--- src/baud_pkg.sv ---
// constants for the baud rate generator and its register map
package baud_pkg;
  // ****************************************
  // register byte addresses
  // ****************************************
  localparam logic [7:0] DIV_LOW_ADDR = 8'h00;
  localparam logic [7:0] DIV_HIGH_ADDR = 8'h04;
  localparam logic [7:0] TX_CTRL_ADDR = 8'h08;
  localparam logic [7:0] BAUD_CTRL_ADDR = 8'h0c;
  localparam logic [7:0] COUNT_ADDR = 8'h10;
  // ****************************************
  // field positions and reset values
  // ****************************************
  localparam int SYNC_BIT = 4;
  localparam int HIGH_SPEED_BIT = 2;
  localparam int WIDE_BIT = 3;
  localparam logic [7:0] DIV_RESET = 8'h00;
  // ****************************************
  // divide factors, stored as terminal count (factor minus one), then the htrans codes
  // ****************************************
  localparam logic [5:0] FACTOR_64_LAST = 6'h3f;
  localparam logic [5:0] FACTOR_16_LAST = 6'h0f;
  localparam logic [5:0] FACTOR_4_LAST = 6'h03;
  localparam logic [1:0] HTRANS_NONSEQ = 2'h2;
  localparam logic [1:0] HTRANS_SEQ = 2'h3;
endpackage : baud_pkg

--- src/baud_cfg_if.sv ---
// carrier between the register file and the baud counter
`timescale 1ns/1ps
interface baud_cfg_if;
  logic [15:0] divisor;
  logic [5:0] prescaleLast;
  logic restart;
  logic tick;
  logic [15:0] countValue;
  modport ctrl (output divisor, output prescaleLast, output restart, input tick, input countValue);
  modport counter (input divisor, input prescaleLast, input restart, output tick,
    output countValue);
endinterface : baud_cfg_if

--- src/uart_baud_rate_generator.sv ---
// baud rate generator with its ahb-lite register slave
//
// Local design decisions: the AHB-Lite slave port and the address map.
`timescale 1ns/1ps
module uart_baud_rate_generator
  import baud_pkg::*;
(
  input wire logic clk,
  input wire logic reset,
  input wire logic hsel,
  input wire logic [31:0] haddr,
  input wire logic [1:0] htrans,
  input wire logic hwrite,
  input wire logic [2:0] hsize,
  input wire logic [31:0] hwdata,
  input wire logic hready,
  output logic hreadyout,
  output logic hresp,
  output logic [31:0] hrdata,
  output logic bitTick
);
  // ****************************************
  // bus slave
  // ****************************************
  logic [7:0] divLow_q;
  logic [7:0] divHigh_q;
  logic sync_q;
  logic highSpeed_q;
  logic wide_q;
  logic wrPend_q;
  logic [7:0] wrAddr_q;
  logic restart_q;
  logic [31:0] rdata_q;
  logic take;
  logic [31:0] readMux;
  logic [31:0] fwdMux;
  baud_cfg_if cfg ();

  // ****************************************
  // address decode helpers
  // ****************************************
  // only the lowest 256 bytes decode; anything above reads zero and drops writes
  function automatic logic low_page(input logic [31:0] a);
    return a[31:8] == 24'h000000;
  endfunction : low_page

  // word a read sees when its address phase meets the data phase of a write to it
  function automatic logic [31:0] written_word(input logic [7:0] a, input logic [31:0] d,
    input logic [31:0] cur);
    logic [31:0] w;
    w = 32'h0000_0000;
    case (a)
      DIV_LOW_ADDR: w[7:0] = d[7:0];
      DIV_HIGH_ADDR: w[7:0] = d[7:0];
      TX_CTRL_ADDR: begin
        w[SYNC_BIT] = d[SYNC_BIT];
        w[HIGH_SPEED_BIT] = d[HIGH_SPEED_BIT];
      end
      BAUD_CTRL_ADDR: w[WIDE_BIT] = d[WIDE_BIT];
      default: w = cur;
    endcase
    return w;
  endfunction : written_word

  function automatic logic [31:0] read_word(input logic [7:0] a);
    logic [31:0] w;
    w = 32'h0000_0000;
    case (a)
      DIV_LOW_ADDR: w[7:0] = divLow_q;
      DIV_HIGH_ADDR: w[7:0] = divHigh_q;
      TX_CTRL_ADDR: begin
        w[SYNC_BIT] = sync_q;
        w[HIGH_SPEED_BIT] = highSpeed_q;
      end
      BAUD_CTRL_ADDR: w[WIDE_BIT] = wide_q;
      COUNT_ADDR: w[15:0] = cfg.countValue;
      default: w = 32'h0000_0000;
    endcase
    return w;
  endfunction : read_word

  assign take = hsel && hready && (htrans == HTRANS_NONSEQ || htrans == HTRANS_SEQ);
  // a process, not an assign, so register changes reach the mux and not only address changes
  always_comb begin
    readMux = read_word(haddr[7:0]);
    fwdMux = written_word(haddr[7:0], hwdata, readMux);
  end
  assign hreadyout = 1'b1;
  assign hresp = 1'b0;
  assign hrdata = rdata_q;

  // address phase capture
  always_ff @(posedge clk or posedge reset) begin
    if (reset) begin
      wrPend_q <= 1'b0;
      wrAddr_q <= 8'h00;
      rdata_q <= 32'h0000_0000;
    end else begin
      wrPend_q <= take && hwrite && low_page(haddr);
      if (take) begin
        wrAddr_q <= haddr[7:0];
      end
      if (take && !hwrite) begin
        // back to back: the write landing on this edge must be seen by the read
        rdata_q <= !low_page(haddr) ? 32'h0000_0000
          : (wrPend_q && wrAddr_q == haddr[7:0]) ? fwdMux : readMux;
      end
    end
  end

  // ****************************************
  // configuration registers
  // ****************************************
  always_ff @(posedge clk or posedge reset) begin
    if (reset) begin
      divLow_q <= DIV_RESET;
      divHigh_q <= DIV_RESET;
      sync_q <= 1'b0;
      highSpeed_q <= 1'b0;
      wide_q <= 1'b0;
    end else if (wrPend_q) begin
      case (wrAddr_q)
        DIV_LOW_ADDR: divLow_q <= hwdata[7:0];
        DIV_HIGH_ADDR: divHigh_q <= hwdata[7:0];
        TX_CTRL_ADDR: begin
          sync_q <= hwdata[SYNC_BIT];
          highSpeed_q <= hwdata[HIGH_SPEED_BIT];
        end
        BAUD_CTRL_ADDR: wide_q <= hwdata[WIDE_BIT];
        default: ;
      endcase
    end
  end

  // restart follows the write so the counter reloads the new divisor
  always_ff @(posedge clk or posedge reset) begin
    if (reset) begin
      restart_q <= 1'b1;
    end else begin
      restart_q <= wrPend_q && (wrAddr_q == DIV_LOW_ADDR
        || wrAddr_q == DIV_HIGH_ADDR);
    end
  end

  // ****************************************
  // divisor and factor selection
  // ****************************************
  assign cfg.divisor = wide_q ? {divHigh_q, divLow_q} : {8'h00, divLow_q};
  assign cfg.restart = restart_q;

  always_comb begin
    if (sync_q) begin
      cfg.prescaleLast = FACTOR_4_LAST;
    end else if (highSpeed_q) begin
      cfg.prescaleLast = wide_q ? FACTOR_4_LAST : FACTOR_16_LAST;
    end else if (wide_q) begin
      cfg.prescaleLast = FACTOR_16_LAST;
    end else begin
      cfg.prescaleLast = FACTOR_64_LAST;
    end
  end

  baud_counter baud_counter_inst (
    .clk(clk),
    .reset(reset),
    .cfg(cfg)
  );

  assign bitTick = cfg.tick;
endmodule : uart_baud_rate_generator

--- src/baud_counter.sv ---
// two-stage counter producing one tick per bit period
`timescale 1ns/1ps
module baud_counter
  import baud_pkg::*;
(
  input wire logic clk,
  input wire logic reset,
  baud_cfg_if.counter cfg
);
  logic [5:0] pre_q;
  logic [15:0] div_q;
  logic tick_q;

  // prescale stage: factor cycles per divisor step
  always_ff @(posedge clk or posedge reset) begin
    if (reset) begin
      pre_q <= 6'h00;
    end else if (cfg.restart || pre_q >= cfg.prescaleLast) begin
      pre_q <= 6'h00;
    end else begin
      pre_q <= pre_q + 6'h01;
    end
  end

  // divisor stage: n+1 steps per bit period
  always_ff @(posedge clk or posedge reset) begin
    if (reset) begin
      div_q <= 16'h0000;
      tick_q <= 1'b0;
    end else if (cfg.restart) begin
      div_q <= cfg.divisor;
      tick_q <= 1'b0;
    end else if (pre_q >= cfg.prescaleLast) begin
      tick_q <= (div_q == 16'h0000);
      div_q <= (div_q == 16'h0000) ? cfg.divisor : div_q - 16'h0001;
    end else begin
      tick_q <= 1'b0;
    end
  end

  assign cfg.tick = tick_q;
  assign cfg.countValue = div_q;
endmodule : baud_counter

--- config.mk ---
export PLATFORM = sky130hd
export DESIGN_NAME = uart_baud_rate_generator
export DESIGN_NICKNAME = d
export VERILOG_FILES = /design/src/baud_pkg.sv /design/src/baud_cfg_if.sv /design/src/uart_baud_rate_generator.sv /design/src/baud_counter.sv
export SDC_FILE = /design/constraint.sdc
export NUM_CORES = 1
export LEC_CHECK = 0
export ABC_AREA = 0
export BUFFER_PORTS_ARGS = -buffer_cell sky130_fd_sc_hd__buf_2
export CORE_UTILIZATION = 50
export CTS_CLUSTER_SIZE = 8
export DETAILED_ROUTE_END_ITERATION = 8
export GPL_TIMING_DRIVEN = 0
export PLACE_DENSITY = 0.74
export SLEW_MARGIN = 15
export SYNTH_ARGS = -nofsm -noshare
export SYNTH_HDL_FRONTEND = slang
export SYNTH_SLANG_ARGS = --single-unit
--- constraint.sdc ---
create_clock -name clk -period 3.7 [get_ports clk]
set_input_delay 0.185 -clock clk [delete_from_list [all_inputs] [get_ports clk]]
set_output_delay 0.185 -clock clk [all_outputs]
set_load 0.05 [all_outputs]
==> results of run 1 <==
[final cells by class]
cell class                      instances  area, um2  area share, %
Multi-Input combinational cell        276       1934          42.44
Sequential cell                        68       1703          37.36
Timing Repair Buffer                   63      342.8          7.521
Buffer                                 40      254.0          5.572
Clock buffer                            9      123.9          2.718
Tap cell                               99      123.9          2.718
Clock inverter                          7      43.79         0.9607
Inverter                                8      32.53         0.7137
[how the worst max path moves through the flow]
stage | startpoint | end | slack (ns) | depth (start not counted)
2_1_floorplan | wide_q | baud_counter_inst.cfg.countValue[1] | 0.86 | 9
3_3_place_gp | wide_q | baud_counter_inst.cfg.countValue[1] | 0.03 | 9
3_5_place_dp | wide_q | baud_counter_inst.cfg.countValue[11] | 0.01 | 9
4_1_cts | wide_q | baud_counter_inst.cfg.countValue[11] | 0.28 | 9
5_1_grt | wide_q | baud_counter_inst.cfg.countValue[1] | 0.05 | 9
6_report | wide_q | baud_counter_inst.cfg.countValue[11] | 0.23 | 9
[per-layer routing]
layer	share of wire (%)	track usage, %	routed length (um)	vias up
met3	5.5	6.768	490	15
met1	46	31.68	4114	1498
met2	47	36.92	4190	98
met5	0	0	0	-
met4	2.0	7.923	182	0
li1	-	-	-	1527
[repair_timing]
item | in CTS | in global routing
resized for setup | 1 | 0
hold endpoints to repair | 19 | 0
buffers inserted | 0 | 0
hold buffers | 1 | 0
setup endpoints to repair | 3 | 0
[cell families (layout without fill, tap and decap cells)]
family	count (synthesis)	in the layout	share of synthesized area [%]
compound gates	82	82	15.03
xor+xnor	10	10	2.272
fa+ha+maj	7	7	2.272
buf+inv	48	127	7.368
flops	68	68	44.17
mux	42	42	11.88
other cells	2	18	0.1948
simple gates	117	117	16.81
[flip-flops by register name (all words and copies together) (netlist names)]
name,cells
wide_q,1
cfg.restart,1
divLow_q,8
baud_counter_inst.pre_q,6
baud_counter_inst.cfg.tick,1
wrAddr_q,8
highSpeed_q,1
hrdata,16
wrPend_q,1
baud_counter_inst.cfg.countValue,16
divHigh_q,8
sync_q,1
[metrics by stage]
stage,cell area [um2],cells,util [%]
after floorplan,3915,392,-
after global placement,4344,552,58.95
final,4558,570,61.85
after CTS,4558,570,61.85
after global routing,4558,570,61.85
after detailed placement,4374,553,59.35
[critical path: stages, from the launching register on]
cell and delay (ns):
sky130_fd_sc_hd__dfrtp_1 0.41, sky130_fd_sc_hd__clkbuf_1 0.28, sky130_fd_sc_hd__or3_1 0.47, sky130_fd_sc_hd__ha_1 0.31, sky130_fd_sc_hd__and3_1 0.20, sky130_fd_sc_hd__a221oi_2 0.56, sky130_fd_sc_hd__nor2b_1 0.20, sky130_fd_sc_hd__clkbuf_1 0.29
sky130_fd_sc_hd__clkbuf_1 0.47, sky130_fd_sc_hd__o2bb2ai_1 0.14
[power groups by stage]
stage | Clock [W] | Sequential (W) | Combinational (W)
after CTS | 0.000544 | 0.00102 | 0.000792
after global routing | 0.000582 | 0.00104 | 0.000889
final | 0.000531 | 0.00102 | 0.000795
after detailed placement | 0 | 0.00103 | 0.000779
after global placement | 0 | 0.00102 | 0.000755
after floorplan | 0 | 0.000986 | 0.000608
[placed cells by master (no fill, tap or decap), drive strengths merged, types with 2 or more instances in the layout]
cell	n
o2bb2ai	14
nor2	23
a22oi	4
nor3	11
or3	3
a32oi	3
o31ai	2
nand2b	2
xnor2	8
and2	2
ha	7
mux2i	12
buf	91
clkinv	5
xor2	2
nand2	20
a211oi	4
or4	4
a31oi	3
clkinvlp	2
nor4	17
o21ai	22
and3	4
a21boi	2
nand3	8
mux2	30
inv	8
nor2b	10
a21o	3
or2	4
a21oi	9
a22o	9
conb	18
dfrtp	67
clkbuf	20
or3b	2
nor3b	3
nand4	2
==> summary.txt, run 1 <==
CLOCKING
------------------------------------------------------------------------------------------
Clock tree from TritonCTS                                                             done
Clk sinks                                                                               68
Worst-case clock buffer depth                                                            2
Clock edge transition at the registers on the reported setup and hold paths        0.07 ns
Root Driver                                                                   sky130_fd_sc_hd__clkbuf_8
H-Tree Level Count                                                                       3
CTS buffer count                                                                         9
Insertion delay of the later-clocked pin in the worst-skew pair                    0.35 ns

SETUP PATH
------------------------------------------------------------------------------------------
Length in cells of the worst reg-to-reg path                                             9
Critical Path Sink Type                                                               flop
Launching element type of the critical path                                           flop
Crit Path Category                                                            flop to flop
Highest net fanout along the worst path                                                 10
Worst Path Arrival                                                                 3.69 ns
Startpoint of the worst-slack reg-to-reg timing path                                wide_q
Reg2reg end                                                                   baud_counter_inst.cfg.countValue[11]
Slack of the worst reg-to-reg path                                                 0.23 ns
Worst endpoint required time                                                       3.92 ns

PLACEMENT
------------------------------------------------------------------------------------------
PortBufs                                                                                61
Global placer's final weighted congestion                                           0.8647
Post-placement worst setup slack                                                0.01148 ns
HPWL Detailed                                                                     6.781 mm

POWER
------------------------------------------------------------------------------------------
Internal power                                                                  0.001441 W
Register share of total power                                                        43.4%
Maximum vdd ir drop                                                              0.3077 mV
Combinational fraction of design power                                               33.9%
Clock Power Share                                                                    22.7%
Net switching fraction of the power                                                 38.52%
Total power of the final layout                                                 0.002344 W
Reported leakage power                                                            2.084 nW
Power per cell area                                                           514.2 nW/um2
P_sw                                                                           0.0009028 W

SYNTH
------------------------------------------------------------------------------------------
Ranking of synthesized cells by area                                          sky130_fd_sc_hd__dfrtp_1, sky130_fd_sc_hd__mux2_2, sky130_fd_sc_hd__buf_4, sky130_fd_sc_hd__o2bb2ai_1, sky130_fd_sc_hd__mux2i_1
Flip-flop cell with the highest count after synthesis                         sky130_fd_sc_hd__dfrtp_1
Area share of the largest cell type after synthesis                                 43.49%
Number of enable-type register cells in the synthesized netlist                          0
Syn_area_per_cell                                                                10.25 um2
Yosys reg bits                                                                          68
Count of synthesis-stage warnings from yosys                                             0
Most instantiated library cell after synthesis                                sky130_fd_sc_hd__dfrtp_1
Share of synthesized area occupied by flip-flops and latches                        44.17%
Yosys cell types                                                                        56
Top post-synthesis cells by count                                             sky130_fd_sc_hd__dfrtp_1, sky130_fd_sc_hd__mux2_2, sky130_fd_sc_hd__nor2_1, sky130_fd_sc_hd__nand2_1, sky130_fd_sc_hd__buf_4
Yosys top cell by area                                                        sky130_fd_sc_hd__dfrtp_1
Area of the mapped netlist                                                        3855 um2
Post-Syn Instances                                                                     376
Async SR Flop Fraction                                                              100.0%

STA
------------------------------------------------------------------------------------------
Clock period minus worst slack                                                    3.468 ns
Max-Slew Margin vs Limit                                                            36.73%
Fmax                                                                             288.4 MHz
Slew at the pin with the worst max-slew slack                                    0.9412 ns
Worst setup slack after layout                                                   0.2323 ns
RSZ-0062 raised after global routing                                                 false
Final count of negative-setup-slack endpoints                                            0
Final period util                                                                   93.72%
Setup TNS                                                                             0 ns
Worst setup skew after layout                                                  0.009670 ns
Hold Worst Slack                                                                0.07758 ns
Final hold violation count                                                               0
Slew Limit Fails                                                                         0

ROUTE
------------------------------------------------------------------------------------------
First-iteration detailed-routing DRC count                                             204
Antenna-violating nets left                                                              0
Wire length per cell                                                              15.75 um
Via density                                                                          5.505
Final WL                                                                          8.978 mm
Remaining routing DRC violations                                                         0
Total vias in the final route                                                         3138
Iteration count of the initial detailed-routing pass                                     4

HOLD PATH
------------------------------------------------------------------------------------------
Destination of the worst hold path                                                wrPend_q
Worst min-delay path startpoint                                                     hwrite
Kind of path behind the tightest hold check                                   input port to flop
Number of cells traversed by the worst hold path                                         3

FINAL LAYOUT
------------------------------------------------------------------------------------------
Antenna diode count                                                                      0
Layout area overhead                                                                18.24%
Number of fill cells                                                                   639
Share of cells above drive strength 1                                               31.00%
Final #Nets                                                                            547

GLOBAL ROUTING
------------------------------------------------------------------------------------------
Maximum number of pins on one net before global-route repair                            60
Vias in the first global route                                                        3110
Aggregate global-route resource usage                                               23.68%
Antenna violations before repair                                                         0
GRT Residual Overflow                                                                    0
Global-route wire length before repair                                            15.13 mm

FLOORPLANNING
------------------------------------------------------------------------------------------
Floorplan core area                                                               7370 um2
IO Count                                                                               109
Std-Cell Rows                                                                           31
Total die area                                                                    8065 um2
Starting utilization of the core area                                               52.31%
Die span in x                                                                     89.81 um
Chip height                                                                       89.81 um

FLOW RUN
------------------------------------------------------------------------------------------
Maximum capacitance violations                                                           0

STATUS
------------------------------------------------------------------------------------------
Outcome                                                                       complete, no violations

Power figures use the tool's default switching activity.
==> inputs of run 2 (changes only) <==
CORE_ASPECT_RATIO = 1.4   (was unset)
==> run 2 against run 1 <==
  * Total power grew 7.7%
  * Wire length grew 5.7%
  * Maximum frequency grew 0.10%
  * Clock skew is essentially flat
  * Largest power group unchanged
  * Register-to-register slack is essentially flat
  * Global-route usage grew 1.7 points
  * Flip-flop and latch count is the same
  * Die area is essentially flat
  * Sequential power is essentially flat
==> summary.txt, run 2 (synthesized netlist as in run 1, its figures left out) <==
FINAL LAYOUT
------------------------------------------------------------------------------------------
Final core area utilization                                                         62.18%
Number of fill cells                                                                   627
Antenna diode count                                                                      0
Share of cells above drive strength 1                                               30.57%
Layout area overhead                                                                19.47%
Leading cell types in the layout, fill and taps excluded                      sky130_fd_sc_hd__dfrtp_1, sky130_fd_sc_hd__buf_2, sky130_fd_sc_hd__mux2_2
Leading cell type in the layout, fill and taps excluded                       sky130_fd_sc_hd__dfrtp_1
Final #Nets                                                                            547

STA
------------------------------------------------------------------------------------------
RSZ-0062 raised after global routing                                                 false
Final hold violation count                                                               0
Final count of negative-setup-slack endpoints                                            0
Slew at the pin with the worst max-slew slack                                    0.9254 ns
Final period util                                                                   93.62%
Setup TNS                                                                             0 ns
Max-Slew Margin vs Limit                                                            37.79%
Fmax                                                                             288.7 MHz
Slew Limit Fails                                                                         0
Hold Worst Slack                                                                0.07143 ns
Worst setup skew after layout                                                  0.009662 ns
Clock period minus worst slack                                                    3.464 ns

POWER
------------------------------------------------------------------------------------------
Reported leakage power                                                            2.106 nW
Power per cell area                                                           548.0 nW/um2
Maximum vdd ir drop                                                              0.2602 mV

CLOCKING
------------------------------------------------------------------------------------------
CTS buffer count                                                                         9
Insertion delay of the later-clocked pin in the worst-skew pair                    0.37 ns
Clock tree from TritonCTS                                                             done
Clock edge transition at the registers on the reported setup and hold paths        0.07 ns
H-Tree Level Count                                                                       3
Clk sinks                                                                               68
Setup Fix Bufs, Post-CTS                                                                 0
Root Driver                                                                   sky130_fd_sc_hd__clkbuf_8
Worst-case clock buffer depth                                                            2

FLOORPLANNING
------------------------------------------------------------------------------------------
Floorplan core area                                                               7407 um2
Die span in x                                                                     76.21 um
Std-Cell Rows                                                                           37
Total die area                                                                    8070 um2
IO Count                                                                               109
Chip height                                                                       105.9 um
Starting utilization of the core area                                               52.04%

PLACEMENT
------------------------------------------------------------------------------------------
HPWL Detailed                                                                     6.990 mm
Global placer's final weighted congestion                                           0.9210
PortBufs                                                                                61

SETUP PATH
------------------------------------------------------------------------------------------
Crit Path Category                                                            flop to flop
Critical Path Sink Type                                                               flop
Launching element type of the critical path                                           flop
Highest net fanout along the worst path                                                 10
Worst endpoint required time                                                       3.93 ns
Length in cells of the worst reg-to-reg path                                             9
Worst Path Arrival                                                                 3.69 ns

ROUTE
------------------------------------------------------------------------------------------
Total vias in the final route                                                         3240
Wire length per cell                                                              16.70 um
Via density                                                                          5.704
Antenna-violating nets left                                                              0
Iteration count of the initial detailed-routing pass                                     5
Final WL                                                                          9.486 mm
First-iteration detailed-routing DRC count                                             206
Remaining routing DRC violations                                                         0

GLOBAL ROUTING
------------------------------------------------------------------------------------------
Vias in the first global route                                                        3244
Aggregate global-route resource usage                                               25.41%
GRT Residual Overflow                                                                    0
Maximum number of pins on one net before global-route repair                            54
Antenna violations before repair                                                         0
Global-route wire length before repair                                            15.70 mm

HOLD PATH
------------------------------------------------------------------------------------------
Number of cells traversed by the worst hold path                                         3
Kind of path behind the tightest hold check                                   input port to flop

FLOW RUN
------------------------------------------------------------------------------------------
Maximum capacitance violations                                                           0

STATUS
------------------------------------------------------------------------------------------
Outcome                                                                       complete, no violations

==> run 2: repair_timing <==
action / CTS / global route
endpoints found under the setup margin: 2 / 0
endpoints found under the hold margin: 15 / 0
gates resized for setup: 1 / 0
hold buffers: 1 / 0
==> run 2: power by group <==
part | leakage, nW | switching, W | total [W] | internal [W]
sequential | 0.876 | 0.000149 | 0.00102 | 0.000873
clock | 0.107 | 0.000293 | 0.000690 | 0.000397
combinational | 1.12 | 0.000482 | 0.000812 | 0.000330
==> run 2: worst paths after layout <==
path | slack [ns] | start | endpoint
max | 0.24 | wide_q | baud_counter_inst.cfg.countValue[1]
min | 0.07 | hwrite | wrPend_q
max reg2reg | 0.24 | wide_q | baud_counter_inst.cfg.countValue[1]
min reg2reg | 0.47 | baud_counter_inst.pre_q[0] | baud_counter_inst.pre_q[0]
max in group asynchronous | 2.85 | reset | baud_counter_inst.cfg.countValue[7]
min in group asynchronous | 0.31 | reset | hrdata[4]
==> run 2: layout make-up <==
type | count | area (um2) | share of cell area (%)
sequential | 68 | 1703 | 36.97
buffer | 40 | 254.0 | 5.515
clock inverter | 4 | 72.57 | 1.576
multi-input combinational | 276 | 1934 | 42.00
clock buffer | 12 | 145.1 | 3.151
timing repair buffer | 63 | 342.8 | 7.444
tap | 97 | 121.4 | 2.635
inverter | 8 | 32.53 | 0.7063
==> run 2: routing by layer <==
layer | vias to the layer above | GRT usage (%) | share of wire, %
met1 | 1547 | 28.96 | 40
met2 | 138 | 44.53 | 51
li1 | 1526 | - | -
met5 | - | 0 | 0
met3 | 29 | 3.348 | 5.1
met4 | 0 | 16.48 | 3.6
==> run 2: critical path, stage by stage (launching register included) <==
cell                       delay (ns)
sky130_fd_sc_hd__dfrtp_1         0.39
sky130_fd_sc_hd__clkbuf_1        0.26
sky130_fd_sc_hd__or3_1           0.46
sky130_fd_sc_hd__ha_1            0.32
sky130_fd_sc_hd__and3_1          0.19
sky130_fd_sc_hd__a221oi_2        0.55
sky130_fd_sc_hd__nor2b_1         0.20
sky130_fd_sc_hd__clkbuf_1        0.33
sky130_fd_sc_hd__clkbuf_1        0.47
sky130_fd_sc_hd__a21oi_1         0.16
==> run 2: per-stage QoR <==
stage               instances  area, um2  worst slack [ns]  power, W
floorplan                 392       3915            0.8587  0.001594
global placement          550       4342           0.02620  0.001790
detailed placement        551       4372          -0.01463  0.001828
CTS                       568       4606            0.2195  0.002528
global route              568       4606           0.05901  0.002668
finish                    568       4606            0.2359  0.002524
